$ cat src/sps_consts.svh
// Offsets, field positions, reset values and timing counts of the socket status bank.
`ifndef SPS_CONSTS_SVH
`define SPS_CONSTS_SVH
`define SPS_AW             8
`define SPS_OFF_EVENT      8'h00
`define SPS_OFF_MASK       8'h04
`define SPS_OFF_STATUS     8'h08
`define SPS_OFF_FORCE      8'h0c
`define SPS_B_FUT_A_CAP    31
`define SPS_B_FUT_B_CAP    30
`define SPS_B_LOW_CAP      29
`define SPS_B_HIGH_CAP     28
`define SPS_B_RETEST       14
`define SPS_B_VOLT_HI      13
`define SPS_B_VOLT_LO      10
`define SPS_B_BAD_SUPPLY   9
`define SPS_B_DATA_LOSS    8
`define SPS_B_UNRECOG      7
`define SPS_B_IRQ_PIN      6
`define SPS_B_CARDBUS      5
`define SPS_B_LEGACY       4
`define SPS_B_POWERED      3
`define SPS_B_CD_B         2
`define SPS_B_CD_A         1
`define SPS_B_STS_PIN      0
`define SPS_EV_W           4
`define SPS_CAP_RESET      2'h3
`define SPS_CLK_NS         4
`define SPS_INTERROG_NS    400
`define SPS_INTERROG_CYC   ((`SPS_INTERROG_NS + `SPS_CLK_NS - 1) / `SPS_CLK_NS)
`endif

$ cat src/sps_pkg.sv
// Types shared by the socket status bank modules.
`default_nettype none
package sps_pkg;
    typedef logic [31:0] sps_word_t;
    typedef enum logic [0:0] {
        SPS_IDLE,
        SPS_RUN
    } sps_seq_e;
endpackage
`default_nettype wire

$ cat src/sps_interrog_if.sv
// Handshake between the status bank and the card interrogation sequencer.
`timescale 1ns/10ps
`default_nettype none
interface sps_interrog_if;
    logic start;
    logic busy;
    logic done;
    modport ctrl (output start, input busy, input done);
    modport seq  (input start, output busy, output done);
endinterface
`default_nettype wire

$ cat src/sps_edge.sv
// Per-bit rise and fall detector for the socket level bits.
`timescale 1ns/10ps
`default_nettype none
module sps_edge #(
    parameter int           N    = 4,
    parameter logic [N-1:0] INIT = '0
) (
    input  wire logic         sys_clk_i,
    input  wire logic         rst_n_i,
    input  wire logic [N-1:0] level_i,
    output logic      [N-1:0] rise_o,
    output logic      [N-1:0] fall_o
);
    logic [N-1:0] prev;

    // One history flop and two edge terms for each watched bit.
    // History starts at the reset level of its bit, so release gives no false edge.
    genvar g;
    generate
        for (g = 0; g < N; g++) begin : g_bit
            always_ff @(posedge sys_clk_i) begin
                if (!rst_n_i) begin
                    prev[g] <= INIT[g];
                end else begin
                    prev[g] <= level_i[g];
                end
            end
            assign rise_o[g] = level_i[g] & ~prev[g];
            assign fall_o[g] = ~level_i[g] & prev[g];
        end
    endgenerate
endmodule
`default_nettype wire

$ cat src/sps_interrog.sv
// Card interrogation sequencer: drives the detect pins for a fixed time.
`timescale 1ns/10ps
`default_nettype none
`include "sps_consts.svh"
module sps_interrog #(
    parameter int DUR = `SPS_INTERROG_CYC
) (
    input  wire logic   sys_clk_i,
    input  wire logic   rst_n_i,
    sps_interrog_if.seq ifc,
    output logic        cd_oe_o
);
    localparam int CW = $clog2(DUR + 1);
    sps_pkg::sps_seq_e state;
    logic [CW-1:0]     cnt;

    // Start runs the count down; done pulses on the last cycle of the drive.
    always_ff @(posedge sys_clk_i) begin
        if (!rst_n_i) begin
            state <= sps_pkg::SPS_IDLE;
            cnt   <= '0;
        end else begin
            case (state)
                sps_pkg::SPS_IDLE: begin
                    if (ifc.start) begin
                        state <= sps_pkg::SPS_RUN;
                        cnt   <= CW'(DUR - 1);
                    end
                end
                sps_pkg::SPS_RUN: begin
                    if (cnt == '0) begin
                        state <= sps_pkg::SPS_IDLE;
                    end else begin
                        cnt <= cnt - 1'b1;
                    end
                end
                default: state <= sps_pkg::SPS_IDLE;
            endcase
        end
    end

    // The detect pins are pulled low by the device while it probes the card.
    assign ifc.busy = (state == sps_pkg::SPS_RUN);
    assign ifc.done = ifc.busy && (cnt == '0);
    assign cd_oe_o  = ifc.busy;
endmodule
`default_nettype wire

$ cat src/sps_status_bank.sv
// Socket presence status bank with event, mask and force registers.
// Overview of operation
// Future supply capability bits 31 and 30 always read zero.
// Low and high supply capability bits read one unless forced off.
// Bits 27 down to 14 of the status word read zero.
// Card voltage bits and card type change only at card interrogation; here force writes also set them.
// Bad supply request bit sets on an invalid power request, resets zero.
// Data loss bit sets when a removal may have lost data.
// Unrecognized card bit sets on bad card, holds until a valid one.
// Interrupt pin level bit mirrors the live card ready pin.
// CardBus and legacy type bits hold until the next interrogation.
// Powered bit shows socket power state, zero at reset.
// Each card detect bit mirrors its pin, one meaning no card.
// Card detect bits freeze while the device drives those pins.
// Status pin bit mirrors the live card status change pin.
// Force register writes set status bits 13 to 7, 5 and 4 at once; bits 29 and 28 clear, and bits 3 to 0 set event flags.
// Status pin event: rising edge for CardBus, both edges for legacy.
// Power and detect bit changes raise events, cleared by writing one.
// Force retest bit re-runs interrogation and refreshes card bits.
// Writes to the status word address change nothing.
`timescale 1ns/10ps
`default_nettype none
`include "sps_consts.svh"
module sps_status_bank #(
    parameter int DUR = `SPS_INTERROG_CYC
) (
    input  wire logic                 sys_clk_i,
    input  wire logic                 rst_n_i,
    input  wire logic [`SPS_AW-1:0]   addr_i,
    input  wire logic [31:0]          wdata_i,
    input  wire logic                 wr_i,
    input  wire logic                 rd_i,
    output logic      [31:0]          rdata_o,
    output logic                      irq_o,
    input  wire logic                 card_detect_a_pin_i,
    input  wire logic                 card_detect_b_pin_i,
    output logic                      card_detect_a_pin_o,
    output logic                      card_detect_b_pin_o,
    output logic                      card_detect_oe_o,
    input  wire logic                 card_status_pin_i,
    input  wire logic                 card_irq_pin_i,
    input  wire logic                 socket_powered_i,
    input  wire logic                 bad_supply_req_i,
    input  wire logic                 removal_loss_i,
    input  wire logic [3:0]           card_sense_volt_i,
    input  wire logic                 card_sense_valid_i,
    input  wire logic                 card_sense_cardbus_i
);
    localparam int INTERROG_CYC = DUR;

    sps_interrog_if    iq ();
    sps_pkg::sps_word_t status_word;
    logic [1:0]        supply_cap;
    logic [3:0]        card_volt;
    logic              bad_supply_request;
    logic              removal_data_loss;
    logic              unrecognized_card;
    logic              card_irq_pin_level;
    logic              cardbus_type_detected;
    logic              legacy_card_detected;
    logic              socket_powered;
    logic              card_detect_a_level;
    logic              card_detect_b_level;
    logic              card_status_pin_level;
    logic [`SPS_EV_W-1:0] event_flags;
    logic [`SPS_EV_W-1:0] event_mask;
    logic [`SPS_EV_W-1:0] ev_rise;
    logic [`SPS_EV_W-1:0] ev_fall;
    logic [`SPS_EV_W-1:0] ev_set;
    logic [`SPS_EV_W-1:0] ev_clr;
    logic              wr_event;
    logic              wr_mask;
    logic              wr_force;
    logic              card_present;
    logic              card_present_d;

    // Register decode; the status address has no write decode at all.
    assign wr_event = wr_i && (addr_i == `SPS_OFF_EVENT);
    assign wr_mask  = wr_i && (addr_i == `SPS_OFF_MASK);
    assign wr_force = wr_i && (addr_i == `SPS_OFF_FORCE);

    // Interrogation sequencer; it owns the detect pin drivers while busy.
    sps_interrog #(
        .DUR (DUR)
    ) u_interrog (
        .sys_clk_i (sys_clk_i),
        .rst_n_i   (rst_n_i),
        .ifc       (iq.seq),
        .cd_oe_o   (card_detect_oe_o)
    );
    assign card_detect_a_pin_o = 1'b0;
    assign card_detect_b_pin_o = 1'b0;

    // Live pin levels; detect bits hold their value while the pins are driven.
    always_ff @(posedge sys_clk_i) begin
        if (!rst_n_i) begin
            card_irq_pin_level    <= 1'b0;
            card_status_pin_level <= 1'b0;
            socket_powered        <= 1'b0;
            card_detect_a_level   <= 1'b1;
            card_detect_b_level   <= 1'b1;
        end else begin
            card_irq_pin_level    <= card_irq_pin_i;
            card_status_pin_level <= card_status_pin_i;
            socket_powered        <= socket_powered_i;
            if (!iq.busy) begin
                card_detect_a_level <= card_detect_a_pin_i;
                card_detect_b_level <= card_detect_b_pin_i;
            end
        end
    end

    // Insertion is both detect bits low; it or a retest starts interrogation.
    assign card_present = ~card_detect_a_level & ~card_detect_b_level;
    always_ff @(posedge sys_clk_i) begin
        if (!rst_n_i) begin
            card_present_d <= 1'b0;
        end else begin
            card_present_d <= card_present;
        end
    end
    assign iq.start = !iq.busy && ((card_present && !card_present_d) ||
                      (wr_force && wdata_i[`SPS_B_RETEST]));

    // Capability bits: a force write with bit 29 or 28 set clears that bit.
    always_ff @(posedge sys_clk_i) begin
        if (!rst_n_i) begin
            supply_cap <= `SPS_CAP_RESET;
        end else if (wr_force) begin
            supply_cap <= supply_cap &
                          ~wdata_i[`SPS_B_LOW_CAP:`SPS_B_HIGH_CAP];
        end
    end

    // Card facts load at the end of interrogation; force writes set bits.
    always_ff @(posedge sys_clk_i) begin
        if (!rst_n_i) begin
            card_volt             <= 4'h0;
            unrecognized_card     <= 1'b0;
            cardbus_type_detected <= 1'b0;
            legacy_card_detected  <= 1'b0;
        end else begin
            if (iq.done && card_sense_valid_i) begin
                card_volt             <= card_sense_volt_i;
                unrecognized_card     <= 1'b0;
                cardbus_type_detected <= card_sense_cardbus_i;
                legacy_card_detected  <= ~card_sense_cardbus_i;
            end else if (iq.done) begin
                unrecognized_card     <= 1'b1;
            end
            if (wr_force) begin
                card_volt <= card_volt | wdata_i[`SPS_B_VOLT_HI:`SPS_B_VOLT_LO];
                if (wdata_i[`SPS_B_UNRECOG]) begin
                    unrecognized_card <= 1'b1;
                end
                if (wdata_i[`SPS_B_CARDBUS]) begin
                    cardbus_type_detected <= 1'b1;
                end
                if (wdata_i[`SPS_B_LEGACY]) begin
                    legacy_card_detected <= 1'b1;
                end
            end
        end
    end

    // Error bits are sticky until the next card interrogation completes.
    always_ff @(posedge sys_clk_i) begin
        if (!rst_n_i) begin
            bad_supply_request <= 1'b0;
            removal_data_loss  <= 1'b0;
        end else begin
            if (bad_supply_req_i || (wr_force && wdata_i[`SPS_B_BAD_SUPPLY])) begin
                bad_supply_request <= 1'b1;
            end else if (iq.done) begin
                bad_supply_request <= 1'b0;
            end
            if (removal_loss_i || (wr_force && wdata_i[`SPS_B_DATA_LOSS])) begin
                removal_data_loss <= 1'b1;
            end else if (iq.done) begin
                removal_data_loss <= 1'b0;
            end
        end
    end

    // Edges of power, detect b, detect a and status pin bits.
    sps_edge #(
        .N    (`SPS_EV_W),
        .INIT (4'h6)
    ) u_edge (
        .sys_clk_i (sys_clk_i),
        .rst_n_i   (rst_n_i),
        .level_i   ({socket_powered, card_detect_b_level,
                     card_detect_a_level, card_status_pin_level}),
        .rise_o    (ev_rise),
        .fall_o    (ev_fall)
    );
    assign ev_set[3:1] = ev_rise[3:1] | ev_fall[3:1];
    assign ev_set[0]   = ev_rise[0] | (ev_fall[0] & legacy_card_detected);
    assign ev_clr      = wr_event ? wdata_i[`SPS_EV_W-1:0] : '0;

    // Sticky event flags; a set in the clearing cycle wins over the clear.
    always_ff @(posedge sys_clk_i) begin
        if (!rst_n_i) begin
            event_flags <= '0;
        end else begin
            event_flags <= (event_flags & ~ev_clr) | ev_set |
                           (wr_force ? wdata_i[`SPS_EV_W-1:0] : '0);
        end
    end

    // Mask register gates events onto the single level interrupt.
    always_ff @(posedge sys_clk_i) begin
        if (!rst_n_i) begin
            event_mask <= '0;
        end else if (wr_mask) begin
            event_mask <= wdata_i[`SPS_EV_W-1:0];
        end
    end
    assign irq_o = |(event_flags & event_mask);

    // Status word assembly; unlisted bits stay zero.
    always_comb begin
        status_word = '0;
        status_word[`SPS_B_FUT_A_CAP] = 1'b0;
        status_word[`SPS_B_FUT_B_CAP] = 1'b0;
        status_word[`SPS_B_LOW_CAP:`SPS_B_HIGH_CAP] = supply_cap;
        status_word[`SPS_B_VOLT_HI:`SPS_B_VOLT_LO] = card_volt;
        status_word[`SPS_B_BAD_SUPPLY] = bad_supply_request;
        status_word[`SPS_B_DATA_LOSS]  = removal_data_loss;
        status_word[`SPS_B_UNRECOG]    = unrecognized_card;
        status_word[`SPS_B_IRQ_PIN]    = card_irq_pin_level;
        status_word[`SPS_B_CARDBUS]    = cardbus_type_detected;
        status_word[`SPS_B_LEGACY]     = legacy_card_detected;
        status_word[`SPS_B_POWERED]    = socket_powered;
        status_word[`SPS_B_CD_B]       = card_detect_b_level;
        status_word[`SPS_B_CD_A]       = card_detect_a_level;
        status_word[`SPS_B_STS_PIN]    = card_status_pin_level;
    end

    // Read data stands only in the cycle after the strobe; else zero.
    always_ff @(posedge sys_clk_i) begin
        if (!rst_n_i) begin
            rdata_o <= '0;
        end else if (rd_i) begin
            case (addr_i)
                `SPS_OFF_EVENT:  rdata_o <= {28'h0, event_flags};
                `SPS_OFF_MASK:   rdata_o <= {28'h0, event_mask};
                `SPS_OFF_STATUS: rdata_o <= status_word;
                default:         rdata_o <= '0;
            endcase
        end else begin
            rdata_o <= '0;
        end
    end

    a_future_cap_zero: assert property (@(posedge sys_clk_i) disable iff (!rst_n_i)
        rd_i && addr_i == `SPS_OFF_STATUS |=> rdata_o[31:30] == 2'h0)
        else $error("future capability bits not zero");

    a_cap_no_clear: assert property (@(posedge sys_clk_i) disable iff (!rst_n_i)
        !(wr_force && |wdata_i[29:28]) |=> supply_cap == $past(supply_cap))
        else $error("capability changed without a force");

    a_reserved_zero: assert property (@(posedge sys_clk_i) disable iff (!rst_n_i)
        rd_i |=> rdata_o[27:14] == 14'h0)
        else $error("reserved bits not zero");

    a_volt_hold: assert property (@(posedge sys_clk_i) disable iff (!rst_n_i)
        !iq.done && !wr_force |=> $stable(card_volt))
        else $error("card voltage bits moved outside interrogation");

    a_bad_supply_set: assert property (@(posedge sys_clk_i) disable iff (!rst_n_i)
        bad_supply_req_i |=> bad_supply_request ##1 rd_i && addr_i == `SPS_OFF_STATUS
        |=> rdata_o[9])
        else $error("bad supply request not reported");

    a_unrecog_set: assert property (@(posedge sys_clk_i) disable iff (!rst_n_i)
        iq.done && !card_sense_valid_i |=> unrecognized_card)
        else $error("unrecognized card not flagged");

    a_irq_pin_read: assert property (@(posedge sys_clk_i) disable iff (!rst_n_i)
        rd_i && addr_i == `SPS_OFF_STATUS |=> rdata_o[6] == $past(card_irq_pin_i, 2))
        else $error("interrupt pin level wrong");

    a_cd_frozen: assert property (@(posedge sys_clk_i) disable iff (!rst_n_i)
        iq.busy && $past(iq.busy) |-> $stable(card_detect_a_level) &&
        $stable(card_detect_b_level))
        else $error("detect bits moved during interrogation");

    a_legacy_fall_ev: assert property (@(posedge sys_clk_i) disable iff (!rst_n_i)
        legacy_card_detected && $fell(card_status_pin_level) |=> event_flags[0])
        else $error("legacy status fall missed");

    a_power_event: assert property (@(posedge sys_clk_i) disable iff (!rst_n_i)
        $changed(socket_powered) |=> event_flags[3])
        else $error("power change event missed");

    a_retest_runs: assert property (@(posedge sys_clk_i) disable iff (!rst_n_i)
        wr_force && wdata_i[14] && !iq.busy |=> iq.busy ##[1:INTERROG_CYC] iq.done)
        else $error("retest did not run interrogation");
endmodule
`default_nettype wire

$ cat config.mk
export PLATFORM = sky130hd
export DESIGN_NAME = sps_status_bank
export DESIGN_NICKNAME = d
export VERILOG_FILES = /design/src/sps_pkg.sv /design/src/sps_interrog_if.sv /design/src/sps_edge.sv /design/src/sps_interrog.sv /design/src/sps_status_bank.sv
export VERILOG_INCLUDE_DIRS = /design/src
export SDC_FILE = /design/constraint.sdc
export NUM_CORES = 1
export LEC_CHECK = 0
export BUFFER_PORTS_ARGS = -buffer_cell sky130_fd_sc_hd__buf_2
export CAP_MARGIN = 20
export CORE_MARGIN = 1.5
export CORE_UTILIZATION = 45
export CTS_BUF_LIST = sky130_fd_sc_hd__clkbuf_8
export CTS_CLUSTER_SIZE = 10
export DETAILED_ROUTE_END_ITERATION = 12
export PLACE_DENSITY_LB_ADDON = 0.1
export SYNTH_ARGS = -nofsm -noshare
export SYNTH_HDL_FRONTEND = slang
export SYNTH_SLANG_ARGS = --single-unit
$ cat constraint.sdc
create_clock -name sys_clk_i -period 4.35 [get_ports sys_clk_i]
set_input_delay 0.2175 -clock sys_clk_i [delete_from_list [all_inputs] [get_ports sys_clk_i]]
set_output_delay 0.2175 -clock sys_clk_i [all_outputs]
set_load 0.1 [all_outputs]
Word level (Yosys, flattened, before mapping) --
Index checks and enable logic that the tools add are counted.
Word-level totals: register bits after elaboration 69, input port bits 57, output and inout port bits 36, word-level logic and storage cells 105
Cells by class: add/sub/neg operators 1, equality and inequality tests 5, multiplexer cells 24, bitwise gates (word level) 30, reduce and logical (&&, ||, !) cells 23
Operators with widths (number):
- $pmux 30 s3 | 1
- $eq 8x4->1 const B | 2
- $mux 4 | 4
- $mux 1 | 15
- $mux 7 | 2
- $pmux 7 s2 | 1
- $or 4x4->4 | 3
- $and 1x1->1 | 10
- $logic_and 1x1->1 | 10
- $not 1->1 | 10
- $and 4x4->4 | 2
- $eq 8x3->1 const B | 1
- $logic_not 8->1 | 1
- $logic_not 7->1 | 1
- $sub 7x1->7 const B | 1
- $reduce_bool 2->1 | 3
- $ne 2x2->1 const B | 2
- $not 4->4 | 1
- $reduce_and 2->1 | 2
- $reduce_or 4->1 | 1
- $logic_or 1x1->1 | 3
- $or 3x3->3 | 1
- $and 2x2->2 | 1
- $logic_not 1->1 | 2
- other kinds (3) | 3

Depth between registers and ports, before layout --
depth in word-level cells 7, depth in mapped cells 7, gate-level depth less buffers 6

Cells and area by module --
Synthesis repeated with hierarchy kept, for this count alone.
Unflattened totals: cell total of the unflattened synthesis 257, area total of the unflattened synthesis 2399.8 um2
By module, submodules not included:
- sps_status_bank | instances 1, cells an instance 195, area each 1844.3 um2, sequential area each 820.8 um2
- sps_interrog | instances 1, cells an instance 46, area each 400.4 um2, sequential area each 160.2 um2
- sps_edge | instances 1, cells an instance 16, area each 155.1 um2, sequential area each 80.1 um2

Worst setup path after synthesis --
OpenSTA, ideal clock, no wires.
path type reg-to-reg, from register u_interrog.state, in the netlist u_interrog.cd_oe_o, to register cardbus_type_detected, library setup time 0.067 ns, arrival 2.532 ns, data required time 4.283 ns, slack 1.750 ns, cell stages (with the launch flop) 7, clock period less this slack 2.600 ns, cells stage by stage dfxtp_1 buf_6 or3b_4 or4b_4 buf_6 o2bb2a_4 a21oi_2
Between the ends: word-level cells in the longest chain between the ends 5
Ends and longest elaborated chain:
- start, declared | RTL line sps_interrog.sv:14 | sps_pkg::sps_seq_e state;
- start signal, assigned | RTL line sps_interrog.sv:20 | state <= sps_pkg::SPS_IDLE;
- start signal, assigned | RTL line sps_interrog.sv:26 | state <= sps_pkg::SPS_RUN;
- start signal, assigned | RTL line sps_interrog.sv:32 | state <= sps_pkg::SPS_IDLE;
- $logic_and 1x1->1 (*) | RTL line sps_interrog.sv:44 | assign ifc.done = ifc.busy && (cnt == '0);
- $logic_and 1x1->1 (*) | RTL line sps_status_bank.sv:143 | if (iq.done && card_sense_valid_i) begin
- $mux 1 (*) | RTL line sps_status_bank.sv:143
- $mux 1 | RTL line sps_status_bank.sv:156 | if (wdata_i[`SPS_B_CARDBUS]) begin
- $mux 1 (*) | RTL line sps_status_bank.sv:151 | if (wr_force) begin
- end signal, assigned | RTL line sps_status_bank.sv:146 | cardbus_type_detected <= card_sense_cardbus_i;
- end, declared | RTL line sps_status_bank.sv:59 | logic cardbus_type_detected;
Every way passes the cells marked *; elsewhere a longest branch is shown, timed or not. A chain may end at the register's enable or synchronous reset.

Worst setup path in the final report --
from register u_interrog.state, in the netlist u_interrog.cd_oe_o, to register card_volt[3]
Between the ends: word-level cells in the longest chain between the ends 3
Ends and longest elaborated chain:
- $logic_and 1x1->1 | RTL line sps_interrog.sv:44
- $logic_and 1x1->1 | RTL line sps_status_bank.sv:143
- $reduce_bool 2->1 (no source line)
- end signal, assigned | RTL line sps_status_bank.sv:144 | card_volt <= card_sense_volt_i;
- end signal, assigned | RTL line sps_status_bank.sv:152 | card_volt <= card_volt | wdata_i[`SPS_B_VOLT_HI:`SPS_B_VOLT_LO];
- end, declared | RTL line sps_status_bank.sv:54 | logic [3:0] card_volt;
Every way passes these cells.

==> results.md <==
* # DRC at 0
* CP Class: flop to flop
* Syn Area/Cell at between 9 and 10 µm²
* Multi-input gate area at approximately 1100 µm²
* FF+latch area at 1061 µm²
* Clock Skews at around 0.0084 ns
* Post-layout power at approximately 950 µW
* Final Wtd Congestion at between 0.7 and 0.8
* Crit path from: u_interrog.cd_oe_o$_SDFF_PN0_
* R2R Setup Slk at roughly 2.3 ns
* Global Route Usage Sum at 0.1760
* IO Pins at 93
* Initial drt markers at 37
* Buffer depth of the longest clock path at 2
* CTS clk-pin slew, worst paths at roughly 0.1 ns
* Ys async rst share at 0
* Status: finished clean
* # resized after CTS at 0
* Worst path arrival time at ~2.3 ns
* Die Y at ~74 µm
* Final nets at roughly 350
* Clk sink count at 53
* Synth cell types at 40
* Clock Tree Root: clkbuf_8
* HP Class: input pin to flop
* Total grt overflow at 0
* H-Tree Depth at 2
* Period utilization at 0.4708
* VDD IR max at between 0.00015 and 0.0002 V
* CTS tree: done
* Final-layout fill cell count at roughly 480
* Die X-Extent at ~74 µm
* Most common cell after layout, fill and taps aside: buf_2
* DR vias at 1754
* Slew headroom at 0.4794
* R2R Path Start: u_interrog.cd_oe_o$_SDFF_PN0_
* Max Fanout on Critical Path at 10
* Setup TNS at 0 ns
* Tmin final at between 2 and 2.5 ns
* Fmax at around 500 MHz
* Number of I/O port buffers at 58
* Share of layout cells above drive strength 1 at 0.2424
* Area grow syn2layout at 15.25%
* Worst Tran Pin Value at 0.7737 ns
* Core ar. at ~4800 µm²
* Dominant synthesized flop cell: dfxtp_1
* First-pass GRT wire length at approximately 7500 µm
* Largest net degree at the start of global routing at 25
* Via count of the first global-routing pass at 1670
* Final Hold Viols at 0
* Worst setup SP type: flop
* Initial Util at 0.4751
* Final ANT Viol Nets at 0
* Worst-skew pair later-pin latency at 0.30 ns
* DP HPWL at roughly 3300 µm
* Critical path capture point type: flop
* Leak at about 0.0012 µW
* Initial antenna violation count at 0
* Row count at 25
* Hold Buf Count CTS at 0
* Sequential area share after synthesis at 0.4636
* Max Cap Viol at 0
* YS warnings at 0
* # setup viols final at 0
* Die ar. at between 5000 and 6000 µm²
* Synthesized instance count at between 200 and 250
* RSZ-0062 raised after global routing: false
* Ant. Diodes at 0
* Yosys reg bits at between 50 and 60
* Pre-antenna DRT Iters at 4
* Min-delay src: card_irq_pin_i
* Number of synthesized flops with an enable pin at 0
* WL final at around 4400 µm
* Mapped Area at roughly 2300 µm²
* Worst path required time at between 4 and 5 ns
* WL/cell at around 12 µm
* Vias per std cell at approximately 4.8
* Postcts setup bufs at 0
* CTS Buf Count at 5
* Power Density at about 360 nW/µm²
* Pins Over Slew Limit at 0
* Commonest cells after routing, fill and taps aside: buf_2 (59), dfxtp_1 (53), nor2_1 (20), and2_1 (18), conb_1 (18)
## stage by stage
step / cells / setup slack [ns] / hold WS [ns] / utilization / instance area, µm²
floorplan: 258 / 1.750 / 0.2909 / - / 2352
global placement: 355 / 1.791 / 0.4095 / 0.5265 / 2536
detailed placement: 356 / 1.971 / 0.4195 / 0.5275 / 2541
CTS: 364 / 2.274 / 0.1032 / 0.5475 / 2638
global route: 364 / 2.099 / 0.1130 / 0.5475 / 2638
finish: 364 / 2.302 / 0.1081 / 0.5475 / 2638
## state kept, by name, summed over array words and instances (netlist names), 2 cells and up
| name | cells |
|---|---|
| supply_cap | 2 |
| event_flags | 4 |
| u_edge.prev | 4 |
| event_mask | 4 |
| rdata_o | 16 |
| u_interrog.cnt | 7 |
| card_volt | 4 |
## synth_stat cells, types with 3 or more instances
cell type	n	area share
dfxtp_1	53	0.46
nor2_1	20	0.033
and2_1	18	0.049
buf_4	18	0.059
mux2i_1	15	0.066
inv_1	13	0.021
nand2_1	12	0.020
a21oi_1	11	0.024
a21o_1	6	0.020
clkbuf_1	6	0.0098
o21a_1	6	0.020
nand2b_1	5	0.014
nand4_1	5	0.014
a31oi_1	4	0.011
nor2b_1	4	0.011
o221a_1	4	0.020
a21boi_0	3	0.0098
nor3_1	3	0.0066
nor4_1	3	0.0082
o21ai_0	3	0.0066
xor2_1	3	0.011
## critical path, cell delays in order (launching register included)
cell      delay, ns
dfxtp_1        0.55
or3b_4         0.45
nor4_2         0.40
nand3b_1       0.25
o221a_1        0.30
## area by class of cell
class / count / share of cell area
clock inverters: 2 / 0.005218
inverters: 13 / 0.01850
well taps: 67 / 0.03178
repair buffers: 59 / 0.1120
multi-input cells: 164 / 0.3990
flip-flops and latches: 53 / 0.4023
clock buffers: 6 / 0.03131
## final timing paths
kind / endpoint / cells after the start
max: card_volt[3]$_SDFFE_PN0P_ / 4
min: card_irq_pin_level$_SDFF_PN0_ / 2
max reg2reg: card_volt[3]$_SDFFE_PN0P_ / 4
min reg2reg: rdata_o[6]$_SDFF_PN0_ / 1
## report_power, final
group          switching [µW]  internal (µW)
Sequential               13.0            500
Combinational             111           41.4
Clock                     159            129
Total                     283            671
## kinds of logic after synthesis
logic type	synth area share
other cells	0.001639
mux	0.06561
xor+xnor	0.01148
simple gates	0.1990
fa+ha+maj	0.005467
buf+inv	0.1044
compound gates	0.1487
flops	0.4636
## routing by layer
metal / GRT usage / routed length [µm] / up-vias
li1: - / - / 902
met4: 0.06263 / 51 / 0
met1: 0.2242 / 2148 / 792
met2: 0.2966 / 1980 / 55
met3: 0.03523 / 244 / 5
met5: 0 / 0 / -
Power figures use the tool's default switching activity.
